## src/amd_consts.vh

```
// Notes on behaviour
// (RL1) Indirect store: accumulator to pointed byte, 2 cycles
// (RL2) Software keeps pointer upper byte at zero
// (RL3) Exchange swaps accumulator and memory, flags kept
// (RL4) Push stores flags/accumulator at pointer, adds 2
// (RL5) Pop subtracts 2 first, then restores pair
// (RL6) Add immediate into accumulator, all flags updated
// (RL7) Add memory, result to accumulator or memory
// (RL8) Add with carry, result to accumulator or memory
// (RL9) Add carry alone to accumulator or memory
// (RL10) Subtract immediate by two's complement add
// (RL11) Accumulator minus memory into accumulator
// (RL12) Memory minus accumulator back into memory
// (RL13) Subtract with borrow, both operand orders
// (RL14) Subtract carry alone from operand in place
// (RL15) Increment memory byte in place, flags updated
// (RL16) Decrement memory byte in place, flags updated
// (RL17) Clear memory byte, flags kept
// (RL18) Zero flag set when result is zero
// (RL19) Carry is unsigned carry or borrow
// (RL20) Half bit flag is low nibble carry
// (RL21) Signed excess flag on signed overflow
// (RL22) Results truncated to eight bits
`ifndef AMD_CONSTS_VH
`define AMD_CONSTS_VH

// ----------------------------------------------------------------
// Register offsets (byte addresses)
// ----------------------------------------------------------------
`define AMD_OFF_CTRL   8'h00
`define AMD_OFF_OPND   8'h04
`define AMD_OFF_ACC    8'h08
`define AMD_OFF_FLAGS  8'h0c
`define AMD_OFF_SP     8'h10
`define AMD_OFF_MADDR  8'h14
`define AMD_OFF_MDATA  8'h18

// ----------------------------------------------------------------
// Field positions
// ----------------------------------------------------------------
`define AMD_CTRL_BUSY  8
`define AMD_FZ         0
`define AMD_FC         1
`define AMD_FAC        2
`define AMD_FOV        3

// ----------------------------------------------------------------
// Reset values and step sizes
// ----------------------------------------------------------------
`define AMD_ACC_RST    8'h00
`define AMD_SP_RST     8'h00
`define AMD_FLAGS_RST  4'h0
`define AMD_SP_STEP    8'h02
`define AMD_PAIR_HI    8'h01
`define AMD_APB_LAST   2'h2

// ----------------------------------------------------------------
// Operation codes
// ----------------------------------------------------------------
`define AMD_OP_IDXST   5'h00
`define AMD_OP_XCH     5'h01
`define AMD_OP_PUSH    5'h02
`define AMD_OP_POP     5'h03
`define AMD_OP_ADD_AI  5'h04
`define AMD_OP_ADD_AM  5'h05
`define AMD_OP_ADD_MA  5'h06
`define AMD_OP_ADDC_AM 5'h07
`define AMD_OP_ADDC_MA 5'h08
`define AMD_OP_ADDC_A  5'h09
`define AMD_OP_ADDC_M  5'h0a
`define AMD_OP_SUB_AI  5'h0b
`define AMD_OP_SUB_AM  5'h0c
`define AMD_OP_SUB_MA  5'h0d
`define AMD_OP_SUBC_AM 5'h0e
`define AMD_OP_SUBC_MA 5'h0f
`define AMD_OP_SUBC_A  5'h10
`define AMD_OP_SUBC_M  5'h11
`define AMD_OP_INC_M   5'h12
`define AMD_OP_DEC_M   5'h13
`define AMD_OP_CLR_M   5'h14

`endif

```

## src/amd_ram.v

```verilog
`timescale 1ns/1ns
`include "amd_consts.vh"

module amd_ram #(
    parameter AW = 8,
    parameter DW = 8
) (
    input  wire          clk,
    input  wire          we,
    input  wire [AW-1:0] addr,
    input  wire [DW-1:0] wdata,
    output reg  [DW-1:0] rdata_reg
);

    reg [DW-1:0] mem [0:(1<<AW)-1];

    // Single port, registered read of the old contents
    always @(posedge clk) begin
        if (we) begin
            mem[addr] <= wdata;
        end
        rdata_reg <= mem[addr];
    end

endmodule

```

## src/amd_alu.v

```verilog
`timescale 1ns/1ns
`include "amd_consts.vh"

module amd_alu #(
    parameter W = 8
) (
    input  wire [W-1:0] x,
    input  wire [W-1:0] y,
    input  wire         sub,
    input  wire         cin,
    output wire [W-1:0] res,
    output wire [3:0]   flags
);

    // Subtraction adds the inverted operand and inverted borrow
    wire [W-1:0] yy  = sub ? ~y : y;
    wire         ci  = sub ? ~cin : cin;
    wire [W:0]   sum = {1'b0, x} + {1'b0, yy} + {{W{1'b0}}, ci};
    wire [4:0]   nib = {1'b0, x[3:0]} + {1'b0, yy[3:0]} + {4'h0, ci};

    assign res = sum[W-1:0];                                     // [RL22]
    assign flags[`AMD_FZ]  = (sum[W-1:0] == {W{1'b0}});          // [RL18]
    assign flags[`AMD_FC]  = sum[W] ^ sub;                       // [RL19]
    assign flags[`AMD_FAC] = nib[4] ^ sub;                       // [RL20]
    // Same operand signs but result sign differs
    assign flags[`AMD_FOV] = (x[W-1] == yy[W-1]) &
                             (sum[W-1] != x[W-1]);               // [RL21]

endmodule

```

## src/amd_datapath.v

```verilog
`timescale 1ns/1ns
`include "amd_consts.vh"

module amd_datapath #(
    parameter AW = 8
) (
    input  wire        clk,
    input  wire        nrst,
    input  wire        psel,
    input  wire        penable,
    input  wire        pwrite,
    input  wire [7:0]  paddr,
    input  wire [31:0] pwdata,
    output wire [31:0] prdata,
    output wire        pready,
    output wire        pslverr
);

    // ------------------------------------------------------------
    // Sequencer states
    // ------------------------------------------------------------
    localparam ST_IDLE  = 2'h0;
    localparam ST_ISSUE = 2'h1;
    localparam ST_DATA  = 2'h2;
    localparam ST_POP2  = 2'h3;

    // ------------------------------------------------------------
    // Storage
    // ------------------------------------------------------------
    reg  [1:0]  state_reg;
    reg  [1:0]  state_next;
    reg  [4:0]  op_reg;
    reg  [7:0]  addr_reg;
    reg  [7:0]  imm_reg;
    reg  [7:0]  acc_reg;
    reg  [7:0]  acc_next;
    reg  [3:0]  flags_reg;
    reg  [3:0]  flags_next;
    reg  [7:0]  sp_reg;
    reg  [7:0]  sp_next;
    reg  [7:0]  maddr_reg;
    reg  [1:0]  ph_reg;
    reg  [31:0] prdata_reg;
    reg  [31:0] rd_mux;
    reg         mapped;

    reg         mem_we;
    reg  [7:0]  mem_addr;
    reg  [7:0]  mem_wdata;
    wire [7:0]  mem_rdata;

    reg  [7:0]  alu_x;
    reg  [7:0]  alu_y;
    reg         alu_sub;
    reg         alu_cin;
    wire [7:0]  alu_res;
    wire [3:0]  alu_flags;

    wire        busy;
    wire        access;
    wire        apb_wr;
    wire        to_mem;
    wire        acc_only;
    wire        carry;

    assign busy   = (state_reg != ST_IDLE);
    assign access = psel & penable;
    assign carry  = flags_reg[`AMD_FC];

    // ------------------------------------------------------------
    // APB slave: three access cycles, stalled while busy
    // ------------------------------------------------------------
    assign pready  = access & ~busy & (ph_reg == `AMD_APB_LAST);
    assign pslverr = pready & ~mapped;
    assign prdata  = prdata_reg;
    assign apb_wr  = pready & pwrite & mapped;

    // Read data selection and address decode
    always @* begin
        mapped = 1'b1;
        rd_mux = 32'h0000_0000;
        case (paddr)
            `AMD_OFF_CTRL: begin
                rd_mux[`AMD_CTRL_BUSY] = busy;
                rd_mux[4:0] = op_reg;
            end
            `AMD_OFF_OPND: begin
                rd_mux[15:0] = {imm_reg, addr_reg};
            end
            `AMD_OFF_ACC: begin
                rd_mux[7:0] = acc_reg;
            end
            `AMD_OFF_FLAGS: begin
                rd_mux[3:0] = flags_reg;
            end
            `AMD_OFF_SP: begin
                rd_mux[7:0] = sp_reg;
            end
            `AMD_OFF_MADDR: begin
                rd_mux[7:0] = maddr_reg;
            end
            `AMD_OFF_MDATA: begin
                rd_mux[7:0] = mem_rdata;
            end
            default: begin
                mapped = 1'b0;
            end
        endcase
    end

    // Access phase counter and read data capture
    always @(posedge clk) begin
        if (!nrst) begin
            ph_reg     <= 2'h0;
            prdata_reg <= 32'h0000_0000;
        end else begin
            if (!access || pready) begin
                ph_reg <= 2'h0;
            end else if (!busy) begin
                ph_reg <= ph_reg + 2'h1;
            end
            if (access && !busy && ph_reg == 2'h1) begin
                prdata_reg <= pwrite ? 32'h0000_0000 : rd_mux;
            end
        end
    end

    // ------------------------------------------------------------
    // Operation classes
    // ------------------------------------------------------------
    assign acc_only = (op_reg == `AMD_OP_ADD_AI) |
                      (op_reg == `AMD_OP_SUB_AI) |
                      (op_reg == `AMD_OP_ADDC_A) |
                      (op_reg == `AMD_OP_SUBC_A);

    assign to_mem = (op_reg == `AMD_OP_ADD_MA)  |
                    (op_reg == `AMD_OP_ADDC_MA) |
                    (op_reg == `AMD_OP_ADDC_M)  |
                    (op_reg == `AMD_OP_SUB_MA)  |
                    (op_reg == `AMD_OP_SUBC_MA) |
                    (op_reg == `AMD_OP_SUBC_M)  |
                    (op_reg == `AMD_OP_INC_M)   |
                    (op_reg == `AMD_OP_DEC_M);

    // ------------------------------------------------------------
    // ALU operand selection
    // ------------------------------------------------------------
    always @* begin
        alu_x   = acc_reg;
        alu_y   = mem_rdata;
        alu_sub = 1'b0;
        alu_cin = 1'b0;
        case (op_reg)
            `AMD_OP_ADD_AI: begin
                alu_y = imm_reg;                                 // [RL6]
            end
            `AMD_OP_ADD_AM, `AMD_OP_ADD_MA: begin
                alu_y = mem_rdata;                               // [RL7]
            end
            `AMD_OP_ADDC_AM, `AMD_OP_ADDC_MA: begin
                alu_cin = carry;                                 // [RL8]
            end
            `AMD_OP_ADDC_A: begin
                alu_y   = 8'h00;
                alu_cin = carry;                                 // [RL9]
            end
            `AMD_OP_ADDC_M: begin
                alu_x   = mem_rdata;
                alu_y   = 8'h00;
                alu_cin = carry;                                 // [RL9]
            end
            `AMD_OP_SUB_AI: begin
                alu_y   = imm_reg;
                alu_sub = 1'b1;                                  // [RL10]
            end
            `AMD_OP_SUB_AM: begin
                alu_sub = 1'b1;                                  // [RL11]
            end
            `AMD_OP_SUB_MA: begin
                alu_x   = mem_rdata;
                alu_y   = acc_reg;
                alu_sub = 1'b1;                                  // [RL12]
            end
            `AMD_OP_SUBC_AM: begin
                alu_sub = 1'b1;
                alu_cin = carry;                                 // [RL13]
            end
            `AMD_OP_SUBC_MA: begin
                alu_x   = mem_rdata;
                alu_y   = acc_reg;
                alu_sub = 1'b1;
                alu_cin = carry;                                 // [RL13]
            end
            `AMD_OP_SUBC_A: begin
                alu_y   = 8'h00;
                alu_sub = 1'b1;
                alu_cin = carry;                                 // [RL14]
            end
            `AMD_OP_SUBC_M: begin
                alu_x   = mem_rdata;
                alu_y   = 8'h00;
                alu_sub = 1'b1;
                alu_cin = carry;                                 // [RL14]
            end
            `AMD_OP_INC_M: begin
                alu_x   = mem_rdata;
                alu_y   = 8'h00;
                alu_cin = 1'b1;                                  // [RL15]
            end
            `AMD_OP_DEC_M: begin
                alu_x   = mem_rdata;
                alu_y   = 8'h00;
                alu_sub = 1'b1;
                alu_cin = 1'b1;                                  // [RL16]
            end
            default: begin
                alu_x = acc_reg;
            end
        endcase
    end

    amd_alu #(
        .W     (8)
    ) u_alu (
        .x     (alu_x),
        .y     (alu_y),
        .sub   (alu_sub),
        .cin   (alu_cin),
        .res   (alu_res),
        .flags (alu_flags)
    );

    // ------------------------------------------------------------
    // Sequencer and memory port control
    // ------------------------------------------------------------
    always @* begin
        state_next = state_reg;
        acc_next   = acc_reg;
        flags_next = flags_reg;
        sp_next    = sp_reg;
        mem_we     = 1'b0;
        mem_addr   = maddr_reg;
        mem_wdata  = pwdata[7:0];
        case (state_reg)
            ST_IDLE: begin
                if (apb_wr && paddr == `AMD_OFF_MDATA) begin
                    mem_we = 1'b1;
                end
                if (apb_wr && paddr == `AMD_OFF_CTRL) begin
                    state_next = ST_ISSUE;
                end
            end
            ST_ISSUE: begin
                state_next = ST_IDLE;
                if (op_reg == `AMD_OP_PUSH) begin
                    mem_we     = 1'b1;
                    mem_addr   = sp_reg;
                    mem_wdata  = acc_reg;                        // [RL4]
                    state_next = ST_DATA;
                end else if (op_reg == `AMD_OP_POP) begin
                    sp_next    = sp_reg - `AMD_SP_STEP;          // [RL5]
                    mem_addr   = sp_reg - `AMD_SP_STEP;
                    state_next = ST_DATA;
                end else if (op_reg == `AMD_OP_CLR_M) begin
                    mem_we    = 1'b1;
                    mem_addr  = addr_reg;
                    mem_wdata = 8'h00;                           // [RL17]
                end else if (acc_only) begin
                    acc_next   = alu_res;
                    flags_next = alu_flags;
                end else if (op_reg <= `AMD_OP_DEC_M) begin
                    // Fetch the operand byte or the pointer low byte
                    mem_addr   = addr_reg;                       // [RL1]
                    state_next = ST_DATA;
                end
            end
            ST_DATA: begin
                state_next = ST_IDLE;
                case (op_reg)
                    `AMD_OP_IDXST: begin
                        // Only the pointer low byte picks the target
                        mem_we    = 1'b1;
                        mem_addr  = mem_rdata;                   // [RL1] [RL2]
                        mem_wdata = acc_reg;
                    end
                    `AMD_OP_XCH: begin
                        mem_we    = 1'b1;
                        mem_addr  = addr_reg;
                        mem_wdata = acc_reg;                     // [RL3]
                        acc_next  = mem_rdata;                   // [RL3]
                    end
                    `AMD_OP_PUSH: begin
                        mem_we    = 1'b1;
                        mem_addr  = sp_reg + `AMD_PAIR_HI;
                        mem_wdata = {4'h0, flags_reg};           // [RL4]
                        sp_next   = sp_reg + `AMD_SP_STEP;       // [RL4]
                    end
                    `AMD_OP_POP: begin
                        acc_next   = mem_rdata;                  // [RL5]
                        mem_addr   = sp_reg + `AMD_PAIR_HI;
                        state_next = ST_POP2;
                    end
                    default: begin
                        flags_next = alu_flags;
                        if (to_mem) begin
                            mem_we    = 1'b1;
                            mem_addr  = addr_reg;
                            mem_wdata = alu_res;                 // [RL7] [RL22]
                        end else begin
                            acc_next = alu_res;                  // [RL7] [RL22]
                        end
                    end
                endcase
            end
            ST_POP2: begin
                flags_next = mem_rdata[3:0];                     // [RL5]
                state_next = ST_IDLE;
            end
            default: begin
                state_next = ST_IDLE;
            end
        endcase
    end

    amd_ram #(
        .AW        (AW),
        .DW        (8)
    ) u_ram (
        .clk       (clk),
        .we        (mem_we),
        .addr      (mem_addr[AW-1:0]),
        .wdata     (mem_wdata),
        .rdata_reg (mem_rdata)
    );

    // ------------------------------------------------------------
    // State, software-visible registers
    // ------------------------------------------------------------
    always @(posedge clk) begin
        if (!nrst) begin
            state_reg <= ST_IDLE;
            op_reg    <= `AMD_OP_IDXST;
            addr_reg  <= 8'h00;
            imm_reg   <= 8'h00;
            acc_reg   <= `AMD_ACC_RST;
            flags_reg <= `AMD_FLAGS_RST;
            sp_reg    <= `AMD_SP_RST;
            maddr_reg <= 8'h00;
        end else begin
            state_reg <= state_next;
            // Software writes land only while idle
            if (apb_wr && paddr == `AMD_OFF_CTRL) begin
                op_reg <= pwdata[4:0];
            end
            if (apb_wr && paddr == `AMD_OFF_OPND) begin
                addr_reg <= pwdata[7:0];
                imm_reg  <= pwdata[15:8];
            end
            if (apb_wr && paddr == `AMD_OFF_ACC) begin
                acc_reg <= pwdata[7:0];
            end else begin
                acc_reg <= acc_next;
            end
            if (apb_wr && paddr == `AMD_OFF_FLAGS) begin
                flags_reg <= pwdata[3:0];
            end else begin
                flags_reg <= flags_next;
            end
            if (apb_wr && paddr == `AMD_OFF_SP) begin
                sp_reg <= pwdata[7:0];
            end else begin
                sp_reg <= sp_next;
            end
            if (apb_wr && paddr == `AMD_OFF_MADDR) begin
                maddr_reg <= pwdata[7:0];
            end
        end
    end

endmodule

```

## config.mk

```make
export PLATFORM = sky130hd
export DESIGN_NAME = amd_datapath
export DESIGN_NICKNAME = d
export VERILOG_FILES = /design/src/amd_ram.v /design/src/amd_alu.v /design/src/amd_datapath.v
export VERILOG_INCLUDE_DIRS = /design/src
export SDC_FILE = /design/constraint.sdc
export NUM_CORES = 2
export LEC_CHECK = 0
export BUFFER_PORTS_ARGS = -buffer_cell sky130_fd_sc_hd__clkbuf_2
export CELL_PAD_IN_SITES_DETAIL_PLACEMENT = 0
export CELL_PAD_IN_SITES_GLOBAL_PLACEMENT = 1
export CORE_MARGIN = 1.5
export CORE_UTILIZATION = 30
export DETAILED_ROUTE_END_ITERATION = 8
export HOLD_SLACK_MARGIN = 0.15
export PLACE_DENSITY = 0.54
export SETUP_SLACK_MARGIN = 0.1
export SYNTH_ARGS = -nofsm -noshare
export SYNTH_HDL_FRONTEND = slang
export SYNTH_SLANG_ARGS = --single-unit
```

## constraint.sdc

```tcl
create_clock -name clk -period 18.6 [get_ports clk]
set_clock_uncertainty 0.15 [all_clocks]
set_input_delay 0 -clock clk [delete_from_list [all_inputs] [get_ports clk]]
set_output_delay 0 -clock clk [all_outputs]
set_load 0.05 [all_outputs]
```

# ---- After elaboration in Yosys (flattened, before gate mapping)
# Memory sizes are Yosys's and may differ from the RTL's. A register that Yosys moved wholly into a read port is not among the register bits.
# Index checks and enable logic that the tools add are counted.
dict set report totals {
  ff_bits 85
  ram_bits 2048
  in_bits 45
  mem_count 1
}
# name words width rd rd_clocked_by_memory_dff wr line
set mem_list {}
lappend mem_list {u_ram.mem 256 8 1 1 1 amd_ram.v:15} ;# reg [DW-1:0] mem [0:(1<<AW)-1];
dict set report classes {
  n_reduce_logical 38
  magnitude_cmp 1
  n_addsub 8
  n_mux 64
  bitwise_logic 24
  eq_ne 47
}
# cell n
set op_table {}
lappend op_table {{two-way mux 8 bit} 22}
lappend op_table {{case mux 8 bit (2 select lines)} 5}
lappend op_table {{case mux 8 bit (3 select lines)} 3}
lappend op_table {{equality test 5 x 4 -> 1 bit, second input constant} 8}
lappend op_table {{!= test 3 bit, second input constant} 13}
lappend op_table {{case mux 4 bit (7 select lines)} 1}
lappend op_table {{equality test 5 bit, second input constant} 5}
lappend op_table {{equality test 8 x 5 -> 1 bit, second input constant} 3}
lappend op_table {{two-way mux 4 bit} 6}
lappend op_table {{equality test 8 x 4 -> 1 bit, second input constant} 2}
lappend op_table {{zero test 8 bit} 2}
lappend op_table {{two-way mux 16 bit} 1}
lappend op_table {{OR reduction 2 bit} 8}
lappend op_table {{OR reduction 8 bit} 2}
lappend op_table {{equality test 5 x 3 -> 1 bit, second input constant} 3}
lappend op_table {{case mux 3 bit (5 select lines)} 1}
lappend op_table {{two-way mux 2 bit} 7}
lappend op_table {{case mux 4 bit (3 select lines)} 1}
lappend op_table {{OR reduction 6 bit} 2}
lappend op_table {{equality test 5 x 2 -> 1 bit, second input constant} 2}
lappend op_table {{two-way mux 1 bit} 10}
lappend op_table {{bitwise OR 1 bit} 10}
lappend op_table {{adder 8 x 8 -> 9 bit} 1}
lappend op_table {{adder 9 x 1 -> 9 bit} 1}
lappend op_table {{other kinds (38)} 63}

# ---- Depth between registers and ports, before layout
dict set report logic_depth {
  ltp_word 15
  mapped_depth 24
}

# ---- Hierarchy
# From an unflattened synthesis, not the netlist that was laid out.
dict set report hier_totals {
  cells_unflattened 4329
  hier_area_um2 84697.5
}
# module area_per_inst_um2 instances cells_each seq_area_each_um2
set modules_own_cells {}
lappend modules_own_cells {amd_ram 78492.8 1 3547 61659.1}
lappend modules_own_cells {amd_datapath 5704.2 1 716 1381.3}
lappend modules_own_cells {amd_alu 500.5 1 66 0.0}

# ---- Worst setup path after synthesis
# No wires, ideal clock.
dict set report synth_path {
  kind {reg2reg}
  startpoint {register op_reg[0]}
  endpoint {memory u_ram.mem[0][4], data pin}
  t_required_ns 16.262
  path_stages_with_launch 17
  synth_period_minus_slack_ns 15.858
  n_path_buf 4
  slack_ns 2.742
  t_arrival_ns 13.520
  cell_sequence {dfxtp_1 -> buf_2 -> buf_2 -> clkbuf_1 -> buf_1 -> nand3_1 -> a21oi_1 -> a222oi_1 -> xor2_1 -> fa_1 -> inv_1 -> fa_1 -> a21o_1 -> a21oi_1 -> xnor2_1 -> a32oi_1 -> o21ai_0}
}
dict set report synth_between {
  elab_chain_cells 11
  elab_cells_between_ends 51
}
# item line
set synth_lines {}
lappend synth_lines {{start, declared} amd_datapath.v:32} ;# reg [4:0] op_reg;
lappend synth_lines {{start signal, assigned} amd_datapath.v:342} ;# op_reg <= `AMD_OP_IDXST;
lappend synth_lines {{start signal, assigned} amd_datapath.v:353} ;# op_reg <= pwdata[4:0];
lappend synth_lines {{branches (longest 10 deep; another with adder 8 x 8 -> 9 bit)} --}
lappend synth_lines {{case mux 8 bit (2 select lines) (*)} amd_datapath.v:244} ;# case (state_reg)
lappend synth_lines {{named net mem_wdata[4]} amd_datapath.v:49} ;# reg [7:0] mem_wdata;
lappend synth_lines {{end, declared} amd_ram.v:15}
# Mark *: on every way through the listed nets, which the timed path passes.

# ---- Worst setup path in the final report
dict set report layout_path {
  startpoint {register state_reg[0]}
  endpoint {register u_ram.rdata_reg[0], read port of u_ram.mem}
}
dict set report layout_between {
  elab_chain_cells 2
  elab_cells_between_ends 3
}
# item line
set layout_lines {}
lappend layout_lines {{start, declared} amd_datapath.v:30} ;# reg [1:0] state_reg;
lappend layout_lines {{start signal, assigned} amd_datapath.v:350} ;# state_reg <= state_next;
lappend layout_lines {{equality test 2 bit or equality test 2 x 1 -> 1 bit (tied branches)} amd_datapath.v:244}
lappend layout_lines {{case mux 8 bit (2 select lines) (*)} amd_datapath.v:244}
lappend layout_lines {{end, declared} amd_ram.v:12} ;# output reg [DW-1:0] rdata_reg
# Mark *: on every way between the ends. The rest lies on a longest branch, timed or not.
# A chain may end at the register's enable or synchronous reset.

==> summary.md <==
| Metric | Value |
|---|---|
| CTS Buf Count | between 200 and 250 |
| WP buf/inv | 4 |
| Reg-to-reg setup timing slack | between 10 and 15 ns |
| Initial antenna violation count | 13 |
| Slew margin rel. | between 10% and 20% |
| Vias in the first global route | 53100 |
| Drt wl/cell | between 20 and 30 µm |
| Syn Area/Cell | between 10 and 15 µm² |
| Design internal power | between 0.008 and 0.009 W |
| Post-Synthesis Cell Area | approximately 87000 µm² |
| Postcts setup bufs | 0 |
| Max Fclk | 0.123 GHz |
| Starting density of the core | 30.2% |
| Worst path top cell family by delay | compound AO/OA/AOI/OAI gates |
| Path type of the worst min-delay path | primary input to flip-flop |
| R2R cell count | 13 |
| Peak VDD IR | 0.0000819 V |
| Rows | a little under 200 |
| Fraction of registers with async set/reset | 0% |
| Fin. Hold Viols | 0 |
| I/O Buffers | 46 |
| Total track usage | between 10% and 20% |
| R2r endpoint | u_ram.rdata_reg[0] |
| Post-layout util | 34.5% |
| Die Y-Extent | between 500 and 600 µm |
| Power share of the combinational group | 7.7% |
| Synthesis Warnings | 0 |
| P&R area growth vs syn | 14.2% |
| # fillers | 28000 |
| Setup TNS | 0 ns |
| Netlist cell types | 97 |
| Critical Path Max Stage Delay | a little under 1 ns |
| Final Cycle Share | roughly 44% |
| Max Cap Violations | 0 |
| Worst setup path start | state_reg[0] |
| Most common cell after layout, fill and taps aside | edfxtp_1 |
| Startpoint Class | flip-flop |
| Slew Viols, Final | 0 |
| TritonCTS clock tree | built |
| Sequential fraction of the synthesis area | 72.3% |
| H-tree Lvls | 4 |
| Synthesis-stage register bit count | about 2100 |
| Pre-antenna DRT Iters | 6 |
| Hpwl dp | between 150000 and 200000 µm |
| Synth Flop Type | edfxtp_1 |
| Post-synth EDFFs | just over 2000 |
| RR Startpoint | state_reg[0] |
| Data required time of the critical path | 18.96 ns |
| Top-area cell type share of the netlist area | slightly above 70% |
| Pleak | around 34 nW |
| Status | finished, final reports clean |
| First DRT Iteration DRCs | between 5000 and 6000 |
| Number of cells on the critical path | 13 |
| Die W | 542 µm |
| DRC | 0 |
| Clk_lat worst skew | 0.90 ns |
| Most frequent cells in the layout | edfxtp_1, nand2_1, mux2i_1 |
| Post-CTS sizing | 0 |
| Global route overflow | 0 |
| Dominant cell type by area after synthesis | edfxtp_1 |
| Mapped Cells | 6368 |
| DRT antenna net count | 0 |
| CP max FO | 29 |
| Crit path capture | u_ram.rdata_reg[0] |
| WP data arrival | between 8 and 9 ns |
| Final setup viols | 0 |
| CP Capture Type | flip-flop |
| PwrDens | between 100 and 150 nW/µm² |
| Sw frac | about a quarter |
| Die Area | just under 300000 µm² |
| Final worst path period need | between 8 and 9 ns |
| Total Wirelength | 294000 µm |
| GP Congestion | roughly 0.8 |
| Nets | 6483 |
| CTS clock-pin slew for the worst setup and hold paths | roughly 0.07 ns |
| Clock share of power | between 40% and 50% |
| Synth area leaders | edfxtp_1, nand2_1, mux2i_1 |
| CTS Sinks | ~2100 |
| First-pass GRT wire length | around 410000 µm |
| Routed vias/inst | 5.25 |
| Ratio of cells with drive above 1 in the final layout | under 10% |
| Worst Tran Pin Value | about 1.3 ns |
| DR vias | ~55000 |
| Clock Tree Buf Depth | 4 |
| Cell Chain, Critical Path | inv_1 > ha_1 > inv_1 > a221o_1 > a211o_4 > buf_4 > nand3_4 > buf_4 > o22ai_1 > nor4_1 > o22ai_1 > o31ai_1 > o2111ai_1 |
| IO Pins | ~80 |
| Max FFs per register | 2048 |
| Core area | 289000 µm² |
| Largest net degree at the start of global routing | ~190 |
| Crit path kind | flip-flop to flip-flop |
| Seq pwr share | about 51% |
| Net Sw Power | 0.00258 W |
| RSZ-0062 raised after global routing | false |
| Slowest cell on crit path | o31ai_1 |
| Root Driver | clkbuf_16 |
-- how the worst min path moves through the flow --
stage                          start           end  slack [ns]  depth (start not counted)
after floorplan            pwdata[6]   addr_reg[6]      -0.005                          2
after global placement    pwdata[13]    imm_reg[5]         0.1                          3
after detailed placement  pwdata[15]    imm_reg[7]        0.10                          3
after CTS                       nrst  flags_reg[2]        0.16                          4
after global routing            nrst  flags_reg[1]        0.26                          4
final                           nrst  flags_reg[2]        0.20                          4
-- cell usage after synthesis (10+ instances only) --
| cell | number |
|---|---|
| a2111oi_0 | 27 |
| a211oi_1 | 55 |
| a21boi_0 | 20 |
| a21oi_1 | 369 |
| a221oi_1 | 15 |
| a222oi_1 | 18 |
| a22oi_1 | 35 |
| a311oi_1 | 24 |
| a31oi_1 | 88 |
| a32oi_1 | 18 |
| and2_1 | 20 |
| and3_1 | 60 |
| buf_1 | 51 |
| buf_2 | 158 |
| buf_4 | 43 |
| clkbuf_1 | 199 |
| dfxtp_1 | 77 |
| edfxtp_1 | 2048 |
| ha_1 | 17 |
| inv_1 | 19 |
| mux2_1 | 23 |
| mux2_2 | 27 |
| mux2i_1 | 420 |
| mux4_2 | 15 |
| nand2_1 | 1142 |
| nand3_1 | 370 |
| nand4_1 | 17 |
| nor2_1 | 324 |
| nor2b_1 | 41 |
| nor3_1 | 23 |
| nor4_1 | 72 |
| o211a_1 | 10 |
| o21ai_0 | 116 |
| o22a_1 | 35 |
| o22ai_1 | 160 |
| or4_1 | 13 |
| xnor2_1 | 20 |
-- layout make-up --
class                           count  area [µm²]  share of cell area, %
Antenna cell                        5        12.5                 0.0126
Clock buffer                      283        5960                   5.99
Clock inverter                    131        1080                   1.08
Inverter                           22        97.6                 0.0980
Multi-Input combinational cell   3779       22400                   22.5
Sequential cell                  2125       63000                   63.3
Tap cell                         3880        4850                   4.87
Timing Repair Buffer              263        2200                   2.21
-- worst register-to-register path, cell delays in order (launching register included) --
cell and delay (ns):
dfxtp_1 0.39, inv_1 0.10, ha_1 0.89, inv_1 0.64, a221o_1 0.56, a211o_4 0.54
buf_4 0.46, nand3_4 0.50, buf_4 0.62, o22ai_1 0.27, nor4_1 0.84, o22ai_1 0.21
o31ai_1 0.97, o2111ai_1 0.65
-- timing repair --
action                                 in CTS  in global routing
hold buffers                               77                  0
setup endpoints to repair                   0                  0
endpoints found under the hold margin     330                  0
-- cell families (layout without fill, tap and decap cells) --
group                      after synthesis  after routing  share of synthesized area, %
AOI/OAI and AO/OA                     1098           1098                          8.11
xor gates and xnor gates                29             29                         0.291
adders and majority gates               19             19                         0.290
buffers and inverters                  479            699                          2.52
DFF                                   2125           2125                          72.3
muxes                                  485            485                          5.85
other                                    1             21                       0.00430
and+or+nand+nor                       2132           2132                          10.6
-- power by group through the flow --
| stage | clock [W] | combinational (W) | sequential, W |
|---|---|---|---|
| 2_1_floorplan | 0 | 0.000406 | 0.00557 |
| 3_3_place_gp | 0 | 0.000800 | 0.00552 |
| 3_5_place_dp | 0 | 0.000809 | 0.00552 |
| 4_1_cts | 0.00448 | 0.000821 | 0.00542 |
| 5_1_grt | 0.00464 | 0.000862 | 0.00541 |
| 6_report | 0.00439 | 0.000816 | 0.00542 |
-- through the flow --
stage                     instances  hold WS, ns  instance area, µm²  power (W)  setup WS, ns
after detailed placement       9992        0.100               91800    0.00633         10.69
final                         10500        0.204               99600     0.0106         10.49
after global routing          10500        0.262               99600     0.0109         10.46
after floorplan                6383     -0.00509               87300    0.00597          2.74
after global placement         9992       0.0964               91800    0.00632         10.74
after CTS                     10500        0.156               99600     0.0107         10.70
-- metal layers --
layer  track usage, %  up-vias  wire length (µm)
li1                 -    24200                 -
met1             27.9    28600            133000
met2             31.2     1894            136000
met3             2.51      376             17600
met4             4.99        0              7610
met5                0        -                 0
Power figures use the tool's default switching activity.
